[src/verilog/csm_pkg.sv]
// csm_pkg: constants, register map and types for the clock status pin mapper
// ----------------------------------------------------------------------------
// ----------------------------------------------------------------------------
package csm_pkg;

	// ------------------------------------------------------------------------
	// register port geometry
	// ------------------------------------------------------------------------
	localparam int unsigned CSM_ADDR_W = 5; // register number width
	localparam int unsigned CSM_DATA_W = 16; // register width

	// ------------------------------------------------------------------------
	// register numbers
	// ------------------------------------------------------------------------
	localparam logic [4:0] CSM_REG_CFG3 = 5'h03; // event mapping register
	localparam logic [4:0] CSM_REG_CFG4 = 5'h04; // input enable register
	localparam logic [4:0] CSM_REG_STAT21 = 5'h15; // live status register

	// ------------------------------------------------------------------------
	// values after reset
	// ------------------------------------------------------------------------
	localparam logic [15:0] CSM_CFG3_RST = 16'h0000; // no events mapped
	localparam logic [15:0] CSM_CFG4_RST = 16'h0000; // secondary input off
	localparam logic [15:0] CSM_RD_IDLE = 16'h0000; // read bus when idle
	localparam logic CSM_LOSS_RST = 1'h1; // loss flag until proven present

	// ------------------------------------------------------------------------
	// field positions
	// ------------------------------------------------------------------------
	localparam int unsigned CSM_FIELD_W = 3; // enable bits per pin
	localparam int unsigned CSM_PIN_B_LSB = 7; // pin b field, bits 9..7
	localparam int unsigned CSM_PIN_A_LSB = 10; // pin a field, bits 12..10
	localparam int unsigned CSM_EV_SEL = 2; // field bit: reference choice
	localparam int unsigned CSM_EV_LOSS = 1; // field bit: reference loss
	localparam int unsigned CSM_EV_UNLOCK = 0; // field bit: loop unlock
	localparam int unsigned CSM_CFG4_SEC_EN = 5; // secondary input enable
	localparam int unsigned CSM_STAT_SEL = 0; // status: reference choice
	localparam int unsigned CSM_STAT_LOSS = 1; // status: reference loss
	localparam int unsigned CSM_STAT_UNLOCK = 2; // status: loop unlock

	// ------------------------------------------------------------------------
	// lock detector counts
	// ------------------------------------------------------------------------
	localparam int unsigned CSM_LD_WINDOW_CYCLES = 1024; // observation window
	localparam int unsigned CSM_LD_SLIP_LIMIT = 4; // slips tolerated per window

	// lock detector state
	typedef enum logic [0:0] {
		CSM_LD_LOCKED = 1'b0,
		CSM_LD_UNLOCKED = 1'b1
	} csm_lock_state_t;

endpackage : csm_pkg

[src/verilog/csm_lock_detector.sv]
// csm_lock_detector: digital cycle-slip lock detector for the loop
`timescale 1ns/10ps
module csm_lock_detector
	import csm_pkg::*;
#(
	parameter int unsigned WINDOW_CYCLES = CSM_LD_WINDOW_CYCLES,
	parameter int unsigned SLIP_LIMIT = CSM_LD_SLIP_LIMIT
) (
	input wire logic clk,
	input wire logic rst,
	input wire logic slip,
	output logic unlock
);

	// ------------------------------------------------------------------------
	// counters and state
	// ------------------------------------------------------------------------
	localparam int unsigned WIN_W = $clog2(WINDOW_CYCLES + 1);
	localparam int unsigned SLP_W = $clog2(SLIP_LIMIT + 2);

	logic [WIN_W-1:0] win_cnt; // cycles into current window
	logic [SLP_W-1:0] slip_cnt; // slips seen in current window
	csm_lock_state_t state; // locked or unlocked
	logic win_end; // last cycle of a window
	logic over; // this slip exceeds the tolerated count

	assign win_end = (win_cnt == WIN_W'(WINDOW_CYCLES - 1));
	assign over = slip && (slip_cnt == SLP_W'(SLIP_LIMIT));

	// window counter restarts on overflow of slips or at window end
	always_ff @(posedge clk) begin
		if (rst || over || win_end) begin
			win_cnt <= '0;
		end else begin
			win_cnt <= WIN_W'(win_cnt + 1'b1);
		end
	end

	// slip counter, reset together with the window
	always_ff @(posedge clk) begin
		if (rst || over || win_end) begin
			slip_cnt <= '0;
		end else if (slip) begin
			slip_cnt <= SLP_W'(slip_cnt + 1'b1);
		end
	end

	// too many slips unlock; a whole window without slips relocks
	always_ff @(posedge clk) begin
		if (rst) begin
			state <= CSM_LD_UNLOCKED;
		end else begin
			unique case (state)
				CSM_LD_LOCKED: begin
					if (over) begin
						state <= CSM_LD_UNLOCKED;
					end
				end
				CSM_LD_UNLOCKED: begin
					if (win_end && !slip && (slip_cnt == '0)) begin
						state <= CSM_LD_LOCKED;
					end
				end
			endcase
		end
	end

	assign unlock = (state == CSM_LD_UNLOCKED);
endmodule : csm_lock_detector

[src/verilog/csm_status_mapper.sv]
// csm_status_mapper: routes synthesizer vitals to two status pins and registers
//
// Design decisions made here: the plain strobed port and the address map.
`timescale 1ns/10ps
module csm_status_mapper
	import csm_pkg::*;
#(
	parameter int unsigned WINDOW_CYCLES = CSM_LD_WINDOW_CYCLES,
	parameter int unsigned SLIP_LIMIT = CSM_LD_SLIP_LIMIT
) (
	input wire logic clk,
	input wire logic rst,
	// register port
	input wire logic [CSM_ADDR_W-1:0] reg_addr,
	input wire logic [CSM_DATA_W-1:0] reg_wr_data,
	input wire logic reg_wr_stb,
	input wire logic reg_rd_stb,
	output logic [CSM_DATA_W-1:0] reg_rd_data,
	// raw vitals from the clock path, asynchronous to clk
	input wire logic ref_select_in,
	input wire logic ref_loss_in,
	input wire logic phase_slip_in,
	// outputs
	output logic secondary_ref_input_en,
	output logic status_out_a,
	output logic status_out_b
);

	// ------------------------------------------------------------------------
	// input synchronisers
	// ------------------------------------------------------------------------
	localparam int unsigned NUM_RAW = 3; // vitals crossing into clk
	localparam int unsigned RAW_SEL = 0; // raw index: reference choice
	localparam int unsigned RAW_LOSS = 1; // raw index: reference loss
	localparam int unsigned RAW_SLIP = 2; // raw index: phase slip

	logic [NUM_RAW-1:0] raw_in; // gathered raw vitals
	logic [NUM_RAW-1:0] sync_meta; // first stage, read only by second
	logic [NUM_RAW-1:0] sync_out; // second stage, safe to use

	assign raw_in = {phase_slip_in, ref_loss_in, ref_select_in};

	// two flops per vital; nothing but the second flop looks at the first
	generate
		for (genvar g = 0; g < NUM_RAW; g++) begin : g_sync
			always_ff @(posedge clk) begin
				if (rst) begin
					sync_meta[g] <= 1'b0;
					sync_out[g] <= 1'b0;
				end else begin
					sync_meta[g] <= raw_in[g];
					sync_out[g] <= sync_meta[g];
				end
			end
		end
	endgenerate

	// ------------------------------------------------------------------------
	// configuration registers
	// ------------------------------------------------------------------------
	logic [CSM_DATA_W-1:0] cfg3; // event mapping, bits 12..7 used
	logic [CSM_DATA_W-1:0] cfg4; // input enables, bit 5 used
	logic wr_cfg3; // write hits register 3
	logic wr_cfg4; // write hits register 4

	assign wr_cfg3 = reg_wr_stb && (reg_addr == CSM_REG_CFG3);
	assign wr_cfg4 = reg_wr_stb && (reg_addr == CSM_REG_CFG4);

	// register 3 holds the per-pin event enables
	always_ff @(posedge clk) begin
		if (rst) begin
			cfg3 <= CSM_CFG3_RST;
		end else if (wr_cfg3) begin
			cfg3 <= reg_wr_data;
		end
	end

	// register 4 holds the secondary input enable
	always_ff @(posedge clk) begin
		if (rst) begin
			cfg4 <= CSM_CFG4_RST;
		end else if (wr_cfg4) begin
			cfg4 <= reg_wr_data;
		end
	end

	// secondary input enable drives the input stage outside this block
	assign secondary_ref_input_en = cfg4[CSM_CFG4_SEC_EN];

	// ------------------------------------------------------------------------
	// lock detector
	// ------------------------------------------------------------------------
	logic unlock_flag; // loop unlock, high while not locked

	// slips feed the digital detector that produces the unlock event
	csm_lock_detector #(
		.WINDOW_CYCLES(WINDOW_CYCLES),
		.SLIP_LIMIT(SLIP_LIMIT)
	) u_lock_det (
		.clk(clk),
		.rst(rst),
		.slip(sync_out[RAW_SLIP]),
		.unlock(unlock_flag)
	);

	// ------------------------------------------------------------------------
	// event flags
	// ------------------------------------------------------------------------
	logic sel_flag; // 0 primary drives loop, 1 secondary
	logic loss_flag; // 0 reference present, 1 lost
	logic next_loss; // loss flag value for the next cycle

	// reference choice follows the mux state directly
	always_ff @(posedge clk) begin
		if (rst) begin
			sel_flag <= 1'b0;
		end else begin
			sel_flag <= sync_out[RAW_SEL];
		end
	end

	// loss only means something with the secondary input enabled;
	// software must set the enable for the loss flag to be used
	always_comb begin
		if (cfg4[CSM_CFG4_SEC_EN]) begin
			next_loss = sync_out[RAW_LOSS];
		end else begin
			next_loss = 1'b1;
		end
	end

	// loss flag register
	always_ff @(posedge clk) begin
		if (rst) begin
			loss_flag <= CSM_LOSS_RST;
		end else begin
			loss_flag <= next_loss;
		end
	end

	// ------------------------------------------------------------------------
	// pin mapping
	// ------------------------------------------------------------------------
	logic [CSM_FIELD_W-1:0] ev_terms; // pin-level terms of the three events
	logic [1:0] next_pin; // next pin levels, index 0 pin b, 1 pin a
	logic [1:0] pin_q; // registered pin levels

	// pin level of unlock is inverted: high while locked
	always_comb begin
		ev_terms = '0;
		ev_terms[CSM_EV_SEL] = sel_flag;
		ev_terms[CSM_EV_LOSS] = loss_flag;
		ev_terms[CSM_EV_UNLOCK] = ~unlock_flag;
	end

	// each pin ORs the events that its three-bit field enables
	generate
		for (genvar p = 0; p < 2; p++) begin : g_pin
			localparam int unsigned LSB = CSM_PIN_B_LSB + p * CSM_FIELD_W;
			assign next_pin[p] = |(cfg3[LSB +: CSM_FIELD_W] & ev_terms);
		end
	endgenerate

	// pins come from flops so they never glitch on a mapping change
	always_ff @(posedge clk) begin
		if (rst) begin
			pin_q <= 2'h0;
		end else begin
			pin_q <= next_pin;
		end
	end

	assign status_out_b = pin_q[0];
	assign status_out_a = pin_q[1];

	// ------------------------------------------------------------------------
	// register read path
	// ------------------------------------------------------------------------
	logic [CSM_DATA_W-1:0] stat_word; // live status, read-only
	logic [CSM_DATA_W-1:0] next_rd; // read data for the next cycle

	// status word reflects the live flags; unused bits read zero
	always_comb begin
		stat_word = '0;
		stat_word[CSM_STAT_SEL] = sel_flag;
		stat_word[CSM_STAT_LOSS] = loss_flag;
		stat_word[CSM_STAT_UNLOCK] = unlock_flag;
	end

	// address decode; unmapped numbers read as zero
	always_comb begin
		next_rd = CSM_RD_IDLE;
		if (reg_rd_stb) begin
			unique case (reg_addr)
				CSM_REG_CFG3: next_rd = cfg3;
				CSM_REG_CFG4: next_rd = cfg4;
				CSM_REG_STAT21: next_rd = stat_word;
				default: next_rd = CSM_RD_IDLE;
			endcase
		end
	end

	// read data stands only in the cycle after the strobe
	always_ff @(posedge clk) begin
		if (rst) begin
			reg_rd_data <= CSM_RD_IDLE;
		end else begin
			reg_rd_data <= next_rd;
		end
	end
endmodule : csm_status_mapper

[config.mk]
export PLATFORM = sky130hd
export DESIGN_NAME = csm_status_mapper
export DESIGN_NICKNAME = d
export VERILOG_FILES = /design/src/verilog/csm_pkg.sv /design/src/verilog/csm_lock_detector.sv /design/src/verilog/csm_status_mapper.sv
export SDC_FILE = /design/constraint.sdc
export NUM_CORES = 1
export LEC_CHECK = 0
export BUFFER_PORTS_ARGS = -buffer_cell sky130_fd_sc_hd__buf_2
export CAP_MARGIN = 20
export CORE_ASPECT_RATIO = 0.8
export CORE_MARGIN = 2
export CORE_UTILIZATION = 30
export CTS_CLUSTER_SIZE = 8
export DETAILED_ROUTE_END_ITERATION = 8
export PLACE_DENSITY_LB_ADDON = 0.05
export SYNTH_ARGS = -nofsm -noshare
export SYNTH_HDL_FRONTEND = slang
export SYNTH_SLANG_ARGS = --single-unit
[constraint.sdc]
create_clock -name clk -period 2 [get_ports clk]
set_input_delay 0.4 -clock clk [delete_from_list [all_inputs] [get_ports clk]]
set_output_delay 0.4 -clock clk [all_outputs]
set_load 0.03 [all_outputs]
Yosys cells after proc, flatten, opt, wreduce, memory -nomap -nowiden
Index checks and enable logic that the tools add are counted.
W data, S select, Z words.
Word-level totals
  input bits: 28
  register bits: 73
  word-level logic and storage cells: 44
Cells by class
  reduce and logical (&&, ||, !) cells: 13
  equality and inequality tests: 5
  add/sub/neg operators: 2
  multiplexer cells: 4
  bitwise gates (word level): 5
Operators by type and width (count)
  $pmux W16 S3: 1
  $add A11 B1 Y11 const B: 1
  $eq A11 B10 Y1 const B: 1
  $and A3 B3 Y3: 2
  $reduce_or A3 Y1: 2
  $eq A5 B2 Y1 const B: 1
  $eq A5 B3 Y1 const B: 1
  $eq A5 B5 Y1 const B: 1
  $logic_and A1 B1 Y1: 5
  $reduce_or A2 Y1: 2
  $add A3 B1 Y3 const B: 1
  $eq A3 B3 Y1 const B: 1
  $logic_not A3 Y1: 1
  $not A1 Y1: 3
  $logic_or A1 B1 Y1: 2
  $mux W1: 2
  $pmux W1 S2: 1
  $logic_not A1 Y1: 1

Logic depth before layout (Yosys ltp)
Gate-level depths: netlist of run 1.
  word-level depth: 5
  mapped depth: 6
  depth with buffers taken out: 5

Hierarchy
From an unflattened synthesis of run 1, not the netlist that was laid out.
Second synthesis, totals
  cells, all modules: 329
  area, all modules: 3009.1 µm²
By module, submodules not included
  csm_status_mapper: area each 2342.2 µm², cells each 259, seq. area each 1161.1 µm², instances 1
  csm_lock_detector: area each 666.9 µm², cells each 70, seq. area each 300.3 µm², instances 1

Worst setup path before layout of run 1
No wires, ideal clock.
  kind: register to register
  start: register u_lock_det.win_cnt[0]
  end: register u_lock_det.win_cnt[9]
  arrival: 1.384 ns
  buffers on the path: 1
  clock period less this slack: 1.510 ns
  setup time: 0.125 ns
  path slack: 0.490 ns
  cell stages (with the launch flop): 6
  path through: dfxtp_1 -> ha_1 -> nand4_1 -> o41ai_2 -> buf_6 -> a21oi_1
On the way
  cells in the longest elaborated chain, start to end: 2
  elaborated cells on any way between the ends: 3
  those cells by class: 1 x add/sub; 1 x eq/ne; 1 x reduce/logical
Ends and longest elaborated chain
  from (decl): RTL line csm_lock_detector.sv:21  | logic [WIN_W-1:0] win_cnt;
  from (signal assigned): RTL line csm_lock_detector.sv:35  | win_cnt <= WIN_W'(win_cnt + 1'b1);
  branches (longest 2 deep; another with $add A11 B1 Y11)
Parallel ways; which one is timed is not known.
A chain may end at the register's enable or synchronous reset.

Final worst setup path of run 1
  start: register u_lock_det.win_cnt[0]
  end: register u_lock_det.slip_cnt[2]
On the way
  cells in the longest elaborated chain, start to end: 2
Ends and longest elaborated chain
  $eq A11 B10 Y1: RTL line csm_lock_detector.sv:27  | assign win_end = (win_cnt == WIN_W'(WINDOW_CYCLES - 1));
  $logic_or A1 B1 Y1: RTL line csm_lock_detector.sv:41  | if (rst || over || win_end) begin
  to (signal assigned): RTL line csm_lock_detector.sv:44  | slip_cnt <= SLP_W'(slip_cnt + 1'b1);
  to (decl): RTL line csm_lock_detector.sv:22  | logic [SLP_W-1:0] slip_cnt;
No other way between the ends.

==> results.sh, run 1 <==
export IMPL_drive_gt1_frac=0.2124
export IMPL_maxCapViolCount=0
export IMPL_fp_dieW_um=113.6
export IMPL_synth_cells=327
export IMPL_ys_ff_latch=73
export IMPL_postCtsHoldBufs=0
export IMPL_cts_resized=0
export IMPL_cts_setup_buffers=0
export IMPL_first_iter_violations=123
export IMPL_crit_chain="ha_1 > nand4_1 > o41ai_2 > buf_4 > nor2_1"
export IMPL_cts_buffer_depth=2
export IMPL_slew_headroom=0.5584
export IMPL_viasPerCell=5.115
export IMPL_fin_tns_setup_ns=0
export IMPL_dp_hpwl_um=4482
export IMPL_p_clk_frac=0.491
export IMPL_synth_top_area_share=0.5072
export IMPL_syn_area_per_cell_um2=8.812
export IMPL_worst_path_buf_inv=1
export IMPL_dpl_cell_area_um2=3222
export IMPL_synth_flop_cell="dfxtp_1"
export IMPL_ios=47
export IMPL_path_clk_slew_ns=0.06
export IMPL_wire_per_inst_um=15.60
export IMPL_die_y_um=91.66
export IMPL_cp_max_fo=12
export IMPL_min_period_over_period=0.8404
export IMPL_cp_required_ns=2.21
export IMPL_setup_slack_ns=0.3192
export IMPL_drt_wl_total_um=7595
export IMPL_hold_viol_final=0
export IMPL_p_switching_w=0.0007375
export IMPL_rows=31
export IMPL_gp_congestion=0.6781
export IMPL_io_buffers=46
export IMPL_synth_area_leader_cell="dfxtp_1"
export IMPL_ys_types=40
export IMPL_yosysWarnings=0
export IMPL_utilization=0.3826
export IMPL_initial_utilization=0.3135
export IMPL_pwr_share_seq=0.455
export IMPL_first_global_vias=2476
export IMPL_synth_area_leaders="dfxtp_1, nand3_1, a21oi_1"
export IMPL_final_nets=399
export IMPL_synth_edff_count=0
export IMPL_crit_type="register to register"
export IMPL_cpLargestDelayFamily="flip-flops"
export IMPL_start_kind="register"
export IMPL_antenna_cells=0
export IMPL_power_total_w=0.003258
export IMPL_grt_max_degree=44
export IMPL_htree_levels=3
export IMPL_grt_overflow_total=0
export IMPL_tightest_slew_ns=0.6624
export IMPL_p_comb_frac=0.053
export IMPL_cts_tree="done"
export IMPL_cts_root_buf="clkbuf_16"
export IMPL_fin_crit_ns=1.681
export IMPL_endpoint_kind="register"
export IMPL_finish_instance_area_um2=3517
export IMPL_clock_latency_ns=0.33
export IMPL_numCtsBuffers=9
export IMPL_clkSinkCount=73
export IMPL_grt_pass1_wl_um=12610
export IMPL_cp_arrival_ns=1.90
export IMPL_rsz0062_at_grt="no"
export IMPL_p_sw_frac=0.2264
export IMPL_mappedNetlistArea_um2=2882
export IMPL_power_leakage_nw=1.240
export IMPL_power_density_nw_per_um2=926.3
export IMPL_outcome="complete, no violations"
export IMPL_pre_cts_slack_ns=0.2501
export IMPL_ant_nets=0
export IMPL_globalRouteTotalUtil=0.1550
export IMPL_skew_ns=0.005445
export IMPL_internal_power_w=0.002520
export IMPL_holdCritPathClass="input pin to register"
export IMPL_antenna_found_initial=0
export IMPL_setup_violations=0
export IMPL_max_freq_mhz=594.9
export IMPL_die_area_um2=10410
export IMPL_via_count=2491
export IMPL_ir_worst_vdd_uv=401.5
export IMPL_slowest_stage="dfxtp_1"
export IMPL_area_growth_pct=22.06
export IMPL_first_pass_iters=4
export IMPL_critPathMaxStageDelay_ns=0.37
export IMPL_core_area_um2=9193
export IMPL_yosysSeqAreaShare=0.5072
export IMPL_syn_nets=358
export IMPL_drcViolationCount=0
export IMPL_slew_violations=0
export IMPL_synth_async_reset_ratio=0
-- layer usage --
| layer | share of wire | track usage |
|---|---|---|
| met1 | 0.53 | 0.2148 |
| met2 | 0.42 | 0.2335 |
| met3 | 0.043 | 0.05023 |
| met4 | 0.0097 | 0.03862 |
| met5 | 0 | 0 |
-- Yosys cell counts (all sizes together) (4+ instances only) --
library cell and instances:
buf 10, nor2b 7, nand2 5, clkbuf 15, nand3 68, inv 6
a21oi 51, dfxtp 73, nand3b 4, nor2 12, o21ai 36, a31oi 4
-- path summary, 6_finish.rpt --
kind	from	to	slack, ns	cells after the start
worst min register to register	cfg4[5]	loss_flag	0.42	1
worst max register to register	u_lock_det.win_cnt[0]	u_lock_det.slip_cnt[2]	0.32	5
worst max-delay path	u_lock_det.win_cnt[0]	u_lock_det.slip_cnt[2]	0.32	5
worst min-delay path	ref_loss_in	sync_meta[1]	0.28	2
-- registers in the layout, summed over array words and instances, names as in the netlist --
register and flops:
u_lock_det.unlock 1, cfg4 16, sync_out 3, u_lock_det.win_cnt 11, loss_flag 1, sel_flag 1, reg_rd_data 16, pin_q 2
cfg3 16, sync_meta 3, u_lock_det.slip_cnt 3
-- final cells by class --
class,count,area [um^2]
timing repair buffer,55,297.8
clock buffer,10,239.0
sequential,73,1461
clock inverter,5,56.30
inverter,6,22.52
fill,970,5675
tap,115,143.9
multi-input combinational,223,1296
-- worst reg2reg max path: stages, from the launching register on --
cell	delay (ns)
dfxtp_1	0.37
ha_1	0.23
nand4_1	0.29
o41ai_2	0.37
buf_4	0.25
nor2_1	0.07
-- cells by family after synthesis --
family | share of synthesized area
flops | 0.5072
xor+xnor | 0.01520
mux | 0.003474
buf+inv | 0.04820
fa+ha+maj | 0.01303
simple gates | 0.2254
compound gates | 0.1876
-- through the flow --
step / instances / hold slack (ns)
global route: 487 / 0.2851
global placement: 472 / 0.4215
detailed placement: 472 / 0.4078
floorplan: 327 / 0.3904
finish: 487 / 0.2782
CTS: 487 / 0.2674
-- power by group through the flow --
stage          clock network [W]  registers, W  logic [W]
2_1_floorplan                  0       0.00151  0.0000974
4_1_cts                  0.00164       0.00148   0.000175
3_5_place_dp                   0       0.00152   0.000175
5_1_grt                  0.00171       0.00149   0.000193
3_3_place_gp                   0       0.00152   0.000173
6_report                 0.00160       0.00148   0.000174
-- placed cells by master, fill, tap and decap left out, types with 6 or more instances in the layout --
cell type,netlist,final
a21oi_1,51,51
buf_2,8,46
buf_4,1,9
clkbuf_16,0,9
dfxtp_1,73,73
inv_1,6,6
nand3_1,68,68
nor2_1,12,11
nor2b_1,7,7
o21ai_0,31,31
Note: power is estimated with default switching activity, not from simulation.
==> run 2: changes to the inputs <==
==> constraint.sdc (replaced) <==
create_clock -name clk -period 1.7 [get_ports clk]
set_input_delay 0.34 -clock clk [delete_from_list [all_inputs] [get_ports clk]]
set_output_delay 0.34 -clock clk [all_outputs]
set_load 0.03 [all_outputs]
==> run 2 against run 1 <==
Sequential share of layout area fell by 1.3 points; critical endpoint is now u_lock_det.win_cnt[8]; final cell count rose by 1.0%; count of clock-buffer cells in the layout did not move; die area did not move; via count rose by 1.2%; clock skew rose by 0.0013 ns; first-iteration DRC count fell by 14%; total power rose by 18%; fmax rose by 14%; routed wire length fell by 0.25%; utilization rose by 1.2 points; sequential power rose by 18%; largest power group unchanged; highest routed layer unchanged.
==> results.sh, run 2 (synthesized netlist as in run 1, its figures left out) <==
export IMPL_initial_utilization=0.3135
export IMPL_first_pass_iters=4
export IMPL_cts_resized=0
export IMPL_power_leakage_nw=1.289
export IMPL_cts_buffer_depth=2
export IMPL_internal_power_w=0.002985
export IMPL_htree_levels=3
export IMPL_ir_worst_vdd_uv=448.3
export IMPL_clkSinkCount=73
export IMPL_cp_required_ns=1.96
export IMPL_cts_tree="done"
export IMPL_final_cell_mix="dfxtp_1, nand3_1, a21oi_1, buf_2, o21ai_0"
export IMPL_antenna_found_initial=0
export IMPL_gp_congestion=0.6999
export IMPL_hold_viol_final=0
export IMPL_numCtsBuffers=9
export IMPL_grt_max_degree=33
export IMPL_setup_slack_ns=0.2256
export IMPL_outcome="complete, no violations"
export IMPL_min_period_over_period=0.8673
export IMPL_wire_per_inst_um=15.40
export IMPL_pwr_share_seq=0.453
export IMPL_ios=47
export IMPL_holdCritPathClass="input pin to register"
export IMPL_multi_input_area_um2=1296
export IMPL_crit_chain="ha_1 > nand4_1 > buf_4 > or3_2 > a21oi_1"
export IMPL_critPathMaxStageDelay_ns=0.44
export IMPL_power_density_nw_per_um2=1062
export IMPL_first_iter_violations=106
export IMPL_area_growth_pct=25.97
export IMPL_viasPerCell=5.122
export IMPL_tightest_slew_ns=0.3851
export IMPL_start_kind="register"
export IMPL_cts_root_buf="clkbuf_16"
export IMPL_drcViolationCount=0
export IMPL_final_nets=404
export IMPL_slowest_stage="or3_2"
export IMPL_maxCapViolCount=0
export IMPL_grt_busiest_layer="met2"
export IMPL_p_clk_frac=0.488
export IMPL_clock_latency_ns=0.33
export IMPL_cp_max_fo=6
export IMPL_gr_usage_met3=0.05023
export IMPL_ant_nets=0
export IMPL_rsz0062_at_grt="no"
export IMPL_slew_violations=0
export IMPL_fill_cells=970
export IMPL_grt_overflow_total=0
export IMPL_fin_crit_ns=1.474
export IMPL_first_global_vias=2486
export IMPL_drive_gt1_frac=0.2228
export IMPL_die_area_um2=10410
export IMPL_via_count=2520
export IMPL_pre_cts_slack_ns=0.1445
export IMPL_setup_violations=0
export IMPL_rows=31
export IMPL_met2_usage=0.2330
export IMPL_skew_ns=0.006699
export IMPL_p_comb_frac=0.059
export IMPL_grt_pass1_wl_um=12720
export IMPL_grt_use_met1=0.2147
export IMPL_max_freq_mhz=678.3
export IMPL_io_buffers=46
export IMPL_antenna_cells=0
export IMPL_dp_hpwl_um=4632
export IMPL_core_area_um2=9193
export IMPL_regArea_um2=1461
export IMPL_drt_wl_total_um=7576
export IMPL_die_y_um=91.66
export IMPL_fp_dieW_um=113.6
export IMPL_reg_top3="cfg3 x16, cfg4 x16, reg_rd_data x16"
export IMPL_layout_commonest_cell="dfxtp_1"
export IMPL_slew_headroom=0.7427
export IMPL_path_clk_slew_ns=0.06
export IMPL_endpoint_kind="register"
export IMPL_p_sw_frac=0.2260
export IMPL_fin_tns_setup_ns=0
export IMPL_cp_arrival_ns=1.74
export IMPL_crit_type="register to register"
export IMPL_globalRouteTotalUtil=0.1572
export IMPL_utilization=0.3949
export IMPL_p_switching_w=0.0008715
## run 2: changes by cell type in the layout (fill, tap and decap cells not counted)
cell | before | now
buf_4 | 9 | 8
buf_12 | 0 | 6
## run 2: critical path, delay by kind of cell (launching register included)
kind,cells,cell delay (ns)
buf+inv,1,0.18
simple gates,2,0.56
compound gates,1,0.14
fa+ha+maj,1,0.18
flops,1,0.35
## run 2: final cells by class
cell class                 instances  area share
clock buffer                      10     0.06584
clock inverter                     5     0.01551
inverter                           6    0.006205
multi-input combinational        223      0.3571
sequential                        73      0.4026
tap                              115     0.03964
timing repair buffer              60      0.1131
## run 2: per-stage QoR
stage	instances	hold slack [ns]	cell area, um^2	total power, W
after floorplan	327	0.3904	2882	0.001895
after global placement	476	0.4191	3327	0.002013
after detailed placement	476	0.4119	3327	0.002014
after CTS	491	0.2085	3622	0.003899
after global routing	492	0.2152	3630	0.004000
final	492	0.2179	3630	0.003856
## run 2: worst paths after layout
check                                            from               endpoint  slack (ns)  cells after the start
worst max-delay path            u_lock_det.win_cnt[1]  u_lock_det.win_cnt[8]        0.23                      5
worst min-delay path                      ref_loss_in           sync_meta[1]        0.22                      2
worst max register to register  u_lock_det.win_cnt[1]  u_lock_det.win_cnt[8]        0.23                      5
worst min register to register                cfg4[5]              loss_flag        0.42                      1
## run 2: power by group through the flow
stage / Clock (W) / Combinational (W) / Sequential (W)
2_1_floorplan: 0 / 0.000115 / 0.00178
3_3_place_gp: 0 / 0.000230 / 0.00178
3_5_place_dp: 0 / 0.000231 / 0.00178
4_1_cts: 0.00192 / 0.000232 / 0.00175
5_1_grt: 0.00200 / 0.000253 / 0.00175
6_report: 0.00188 / 0.000229 / 0.00175
## run 2: repair_timing
item | 4_1_cts | 5_1_grt
hold buffers | 0 | 0
endpoints found under the hold margin | 0 | 0
setup buffers | 0 | 1
endpoints found under the setup margin | 0 | 12
## run 2: layer usage
layer	share of wire	vias up
met2	0.43	58
met4	0.013	0
met3	0.047	10
met5	0	-
li1	-	1270
met1	0.51	1182
==> run 3: changes to the inputs <==
--- a/config.mk
+++ b/config.mk
@@ -12,6 +12,7 @@
 export CORE_UTILIZATION = 30
 export CTS_CLUSTER_SIZE = 8
 export DETAILED_ROUTE_END_ITERATION = 8
+export MAX_ROUTING_LAYER = met4
 export PLACE_DENSITY_LB_ADDON = 0.05
 export SYNTH_ARGS = -nofsm -noshare
 export SYNTH_HDL_FRONTEND = slang
==> run 3 against run 2 <==
Total power barely moved; first-iteration DRC count rose by 2.8%; cell area did not move; global-route usage rose by 0.37 points; sequential share of layout area did not move; combinational power barely moved; utilization did not move; critical path depth did not move; hold slack got worse by 0.00083 ns; largest cell class unchanged.
==> results.sh, run 3 (synthesized netlist as in run 1, its figures left out) <==
export IMPL_maxCapViolCount=0
export IMPL_start_kind="register"
export IMPL_first_iter_violations=109
export IMPL_viasPerCell=5.112
export IMPL_die_area_um2=10410
export IMPL_grt_overflow_total=0
export IMPL_cts_root_buf="clkbuf_16"
export IMPL_crit_type="register to register"
export IMPL_grt_max_degree=33
export IMPL_drcViolationCount=0
export IMPL_fin_tns_setup_ns=0
export IMPL_holdCritPathClass="input pin to register"
export IMPL_htree_levels=3
export IMPL_fp_dieW_um=113.6
export IMPL_globalRouteTotalUtil=0.1609
export IMPL_die_y_um=91.66
export IMPL_first_pass_iters=4
export IMPL_crit_chain="ha_1 > nand4_1 > buf_4 > or3_2 > a21oi_1"
export IMPL_rsz0062_at_grt="no"
export IMPL_internal_power_w=0.002985
export IMPL_min_period_over_period=0.8673
export IMPL_initial_utilization=0.3135
export IMPL_cts_tree="done"
export IMPL_endpoint_kind="register"
export IMPL_power_leakage_nw=1.289
export IMPL_p_sw_frac=0.2259
export IMPL_numCtsBuffers=9
export IMPL_via_count=2515
export IMPL_cp_max_fo=6
export IMPL_cp_required_ns=1.96
export IMPL_grt_pass1_wl_um=12730
export IMPL_core_area_um2=9193
export IMPL_power_total_w=0.003855
export IMPL_tightest_slew_ns=0.3777
export IMPL_p_switching_w=0.0008707
export IMPL_p_clk_frac=0.488
export IMPL_reg_top3="cfg3 x16, cfg4 x16, reg_rd_data x16"
export IMPL_slowest_stage="or3_2"
export IMPL_io_buffers=46
export IMPL_gp_congestion=0.7076
export IMPL_first_global_vias=2476
export IMPL_final_nets=404
export IMPL_final_cell_mix="dfxtp_1, nand3_1, a21oi_1, buf_2, o21ai_0"
export IMPL_ios=47
export IMPL_wire_per_inst_um=15.49
export IMPL_hold_viol_final=0
export IMPL_rows=31
export IMPL_postCtsHoldBufs=0
export IMPL_clkSinkCount=73
export IMPL_max_freq_mhz=678.3
export IMPL_p_comb_frac=0.060
export IMPL_dp_hpwl_um=4632
export IMPL_fin_crit_ns=1.474
export IMPL_antenna_cells=0
export IMPL_power_density_nw_per_um2=1062
export IMPL_critPathMaxStageDelay_ns=0.44
export IMPL_layout_commonest_cell="dfxtp_1"
export IMPL_drive_gt1_frac=0.2228
export IMPL_slew_violations=0
export IMPL_path_clk_slew_ns=0.06
export IMPL_ir_worst_vdd_uv=448.8
export IMPL_slew_headroom=0.7477
export IMPL_cts_buffer_depth=2
export IMPL_setup_violations=0
export IMPL_drt_wl_total_um=7623
export IMPL_cp_arrival_ns=1.74
export IMPL_skew_ns=0.007160
export IMPL_antenna_found_initial=0
export IMPL_pwr_share_seq=0.453
export IMPL_outcome="complete, no violations"
export IMPL_area_growth_pct=25.97
export IMPL_ant_nets=0
export IMPL_clock_latency_ns=0.33
run 3: cell counts in the layout (fill, tap and decap cells not counted):
No cell type changed its count.
run 3: through the flow:
step | cell area, um^2 | util | hold slack, ns | instances | setup WS, ns
floorplan | 2882 | - | 0.3904 | 327 | 0.1903
global placement | 3327 | 0.3619 | 0.4191 | 476 | 0.1876
detailed placement | 3327 | 0.3619 | 0.4119 | 476 | 0.1445
CTS | 3622 | 0.3940 | 0.2085 | 491 | 0.1324
global route | 3630 | 0.3949 | 0.2194 | 492 | 0.06178
finish | 3630 | 0.3949 | 0.2171 | 492 | 0.2257
run 3: path summary, 6_finish.rpt:
path	start	end	slack (ns)	cells past startpoint
setup reg to reg	u_lock_det.win_cnt[1]	u_lock_det.win_cnt[8]	0.23	5
setup / recovery	u_lock_det.win_cnt[1]	u_lock_det.win_cnt[8]	0.23	5
hold reg to reg	cfg4[5]	loss_flag	0.42	1
hold / removal	ref_loss_in	sync_meta[1]	0.22	2
run 3: layout make-up:
class	count	area, um^2
Sequential cell	73	1461
Fill cell	970	5563
Timing Repair Buffer	60	410.4
Clock inverter	5	56.30
Clock buffer	10	239.0
Multi-Input combinational cell	223	1296
Inverter	6	22.52
Tap cell	115	143.9
run 3: metal layers:
layer,share of wire,vias to the layer above,track usage
met5,0,-,-
met4,0.015,0,0.06199
met3,0.045,14,0.03966
met2,0.44,56,0.2325
met1,0.50,1176,0.2171
li1,-,1269,-
run 3: critical path: cells and delay by family, from the launching register on:
family	cells	cell delay [ns]
buffers and inverters	1	0.18
DFF	1	0.35
AOI/OAI and AO/OA	1	0.14
adders and majority gates	1	0.18
and+or+nand+nor	2	0.56
run 3: power groups by stage:
stage               Sequential (W)  Combinational, W  Clock (W)
finish                     0.00175          0.000229    0.00188
global route               0.00175          0.000253    0.00199
CTS                        0.00175          0.000232    0.00192
detailed placement         0.00178          0.000231          0
global placement           0.00178          0.000230          0
floorplan                  0.00178          0.000115          0
run 3: timing repair:
item	CTS	global route
endpoints found under the setup margin	0	12
hold endpoints to repair	0	0
buffers inserted	0	1
resized for setup	0	0
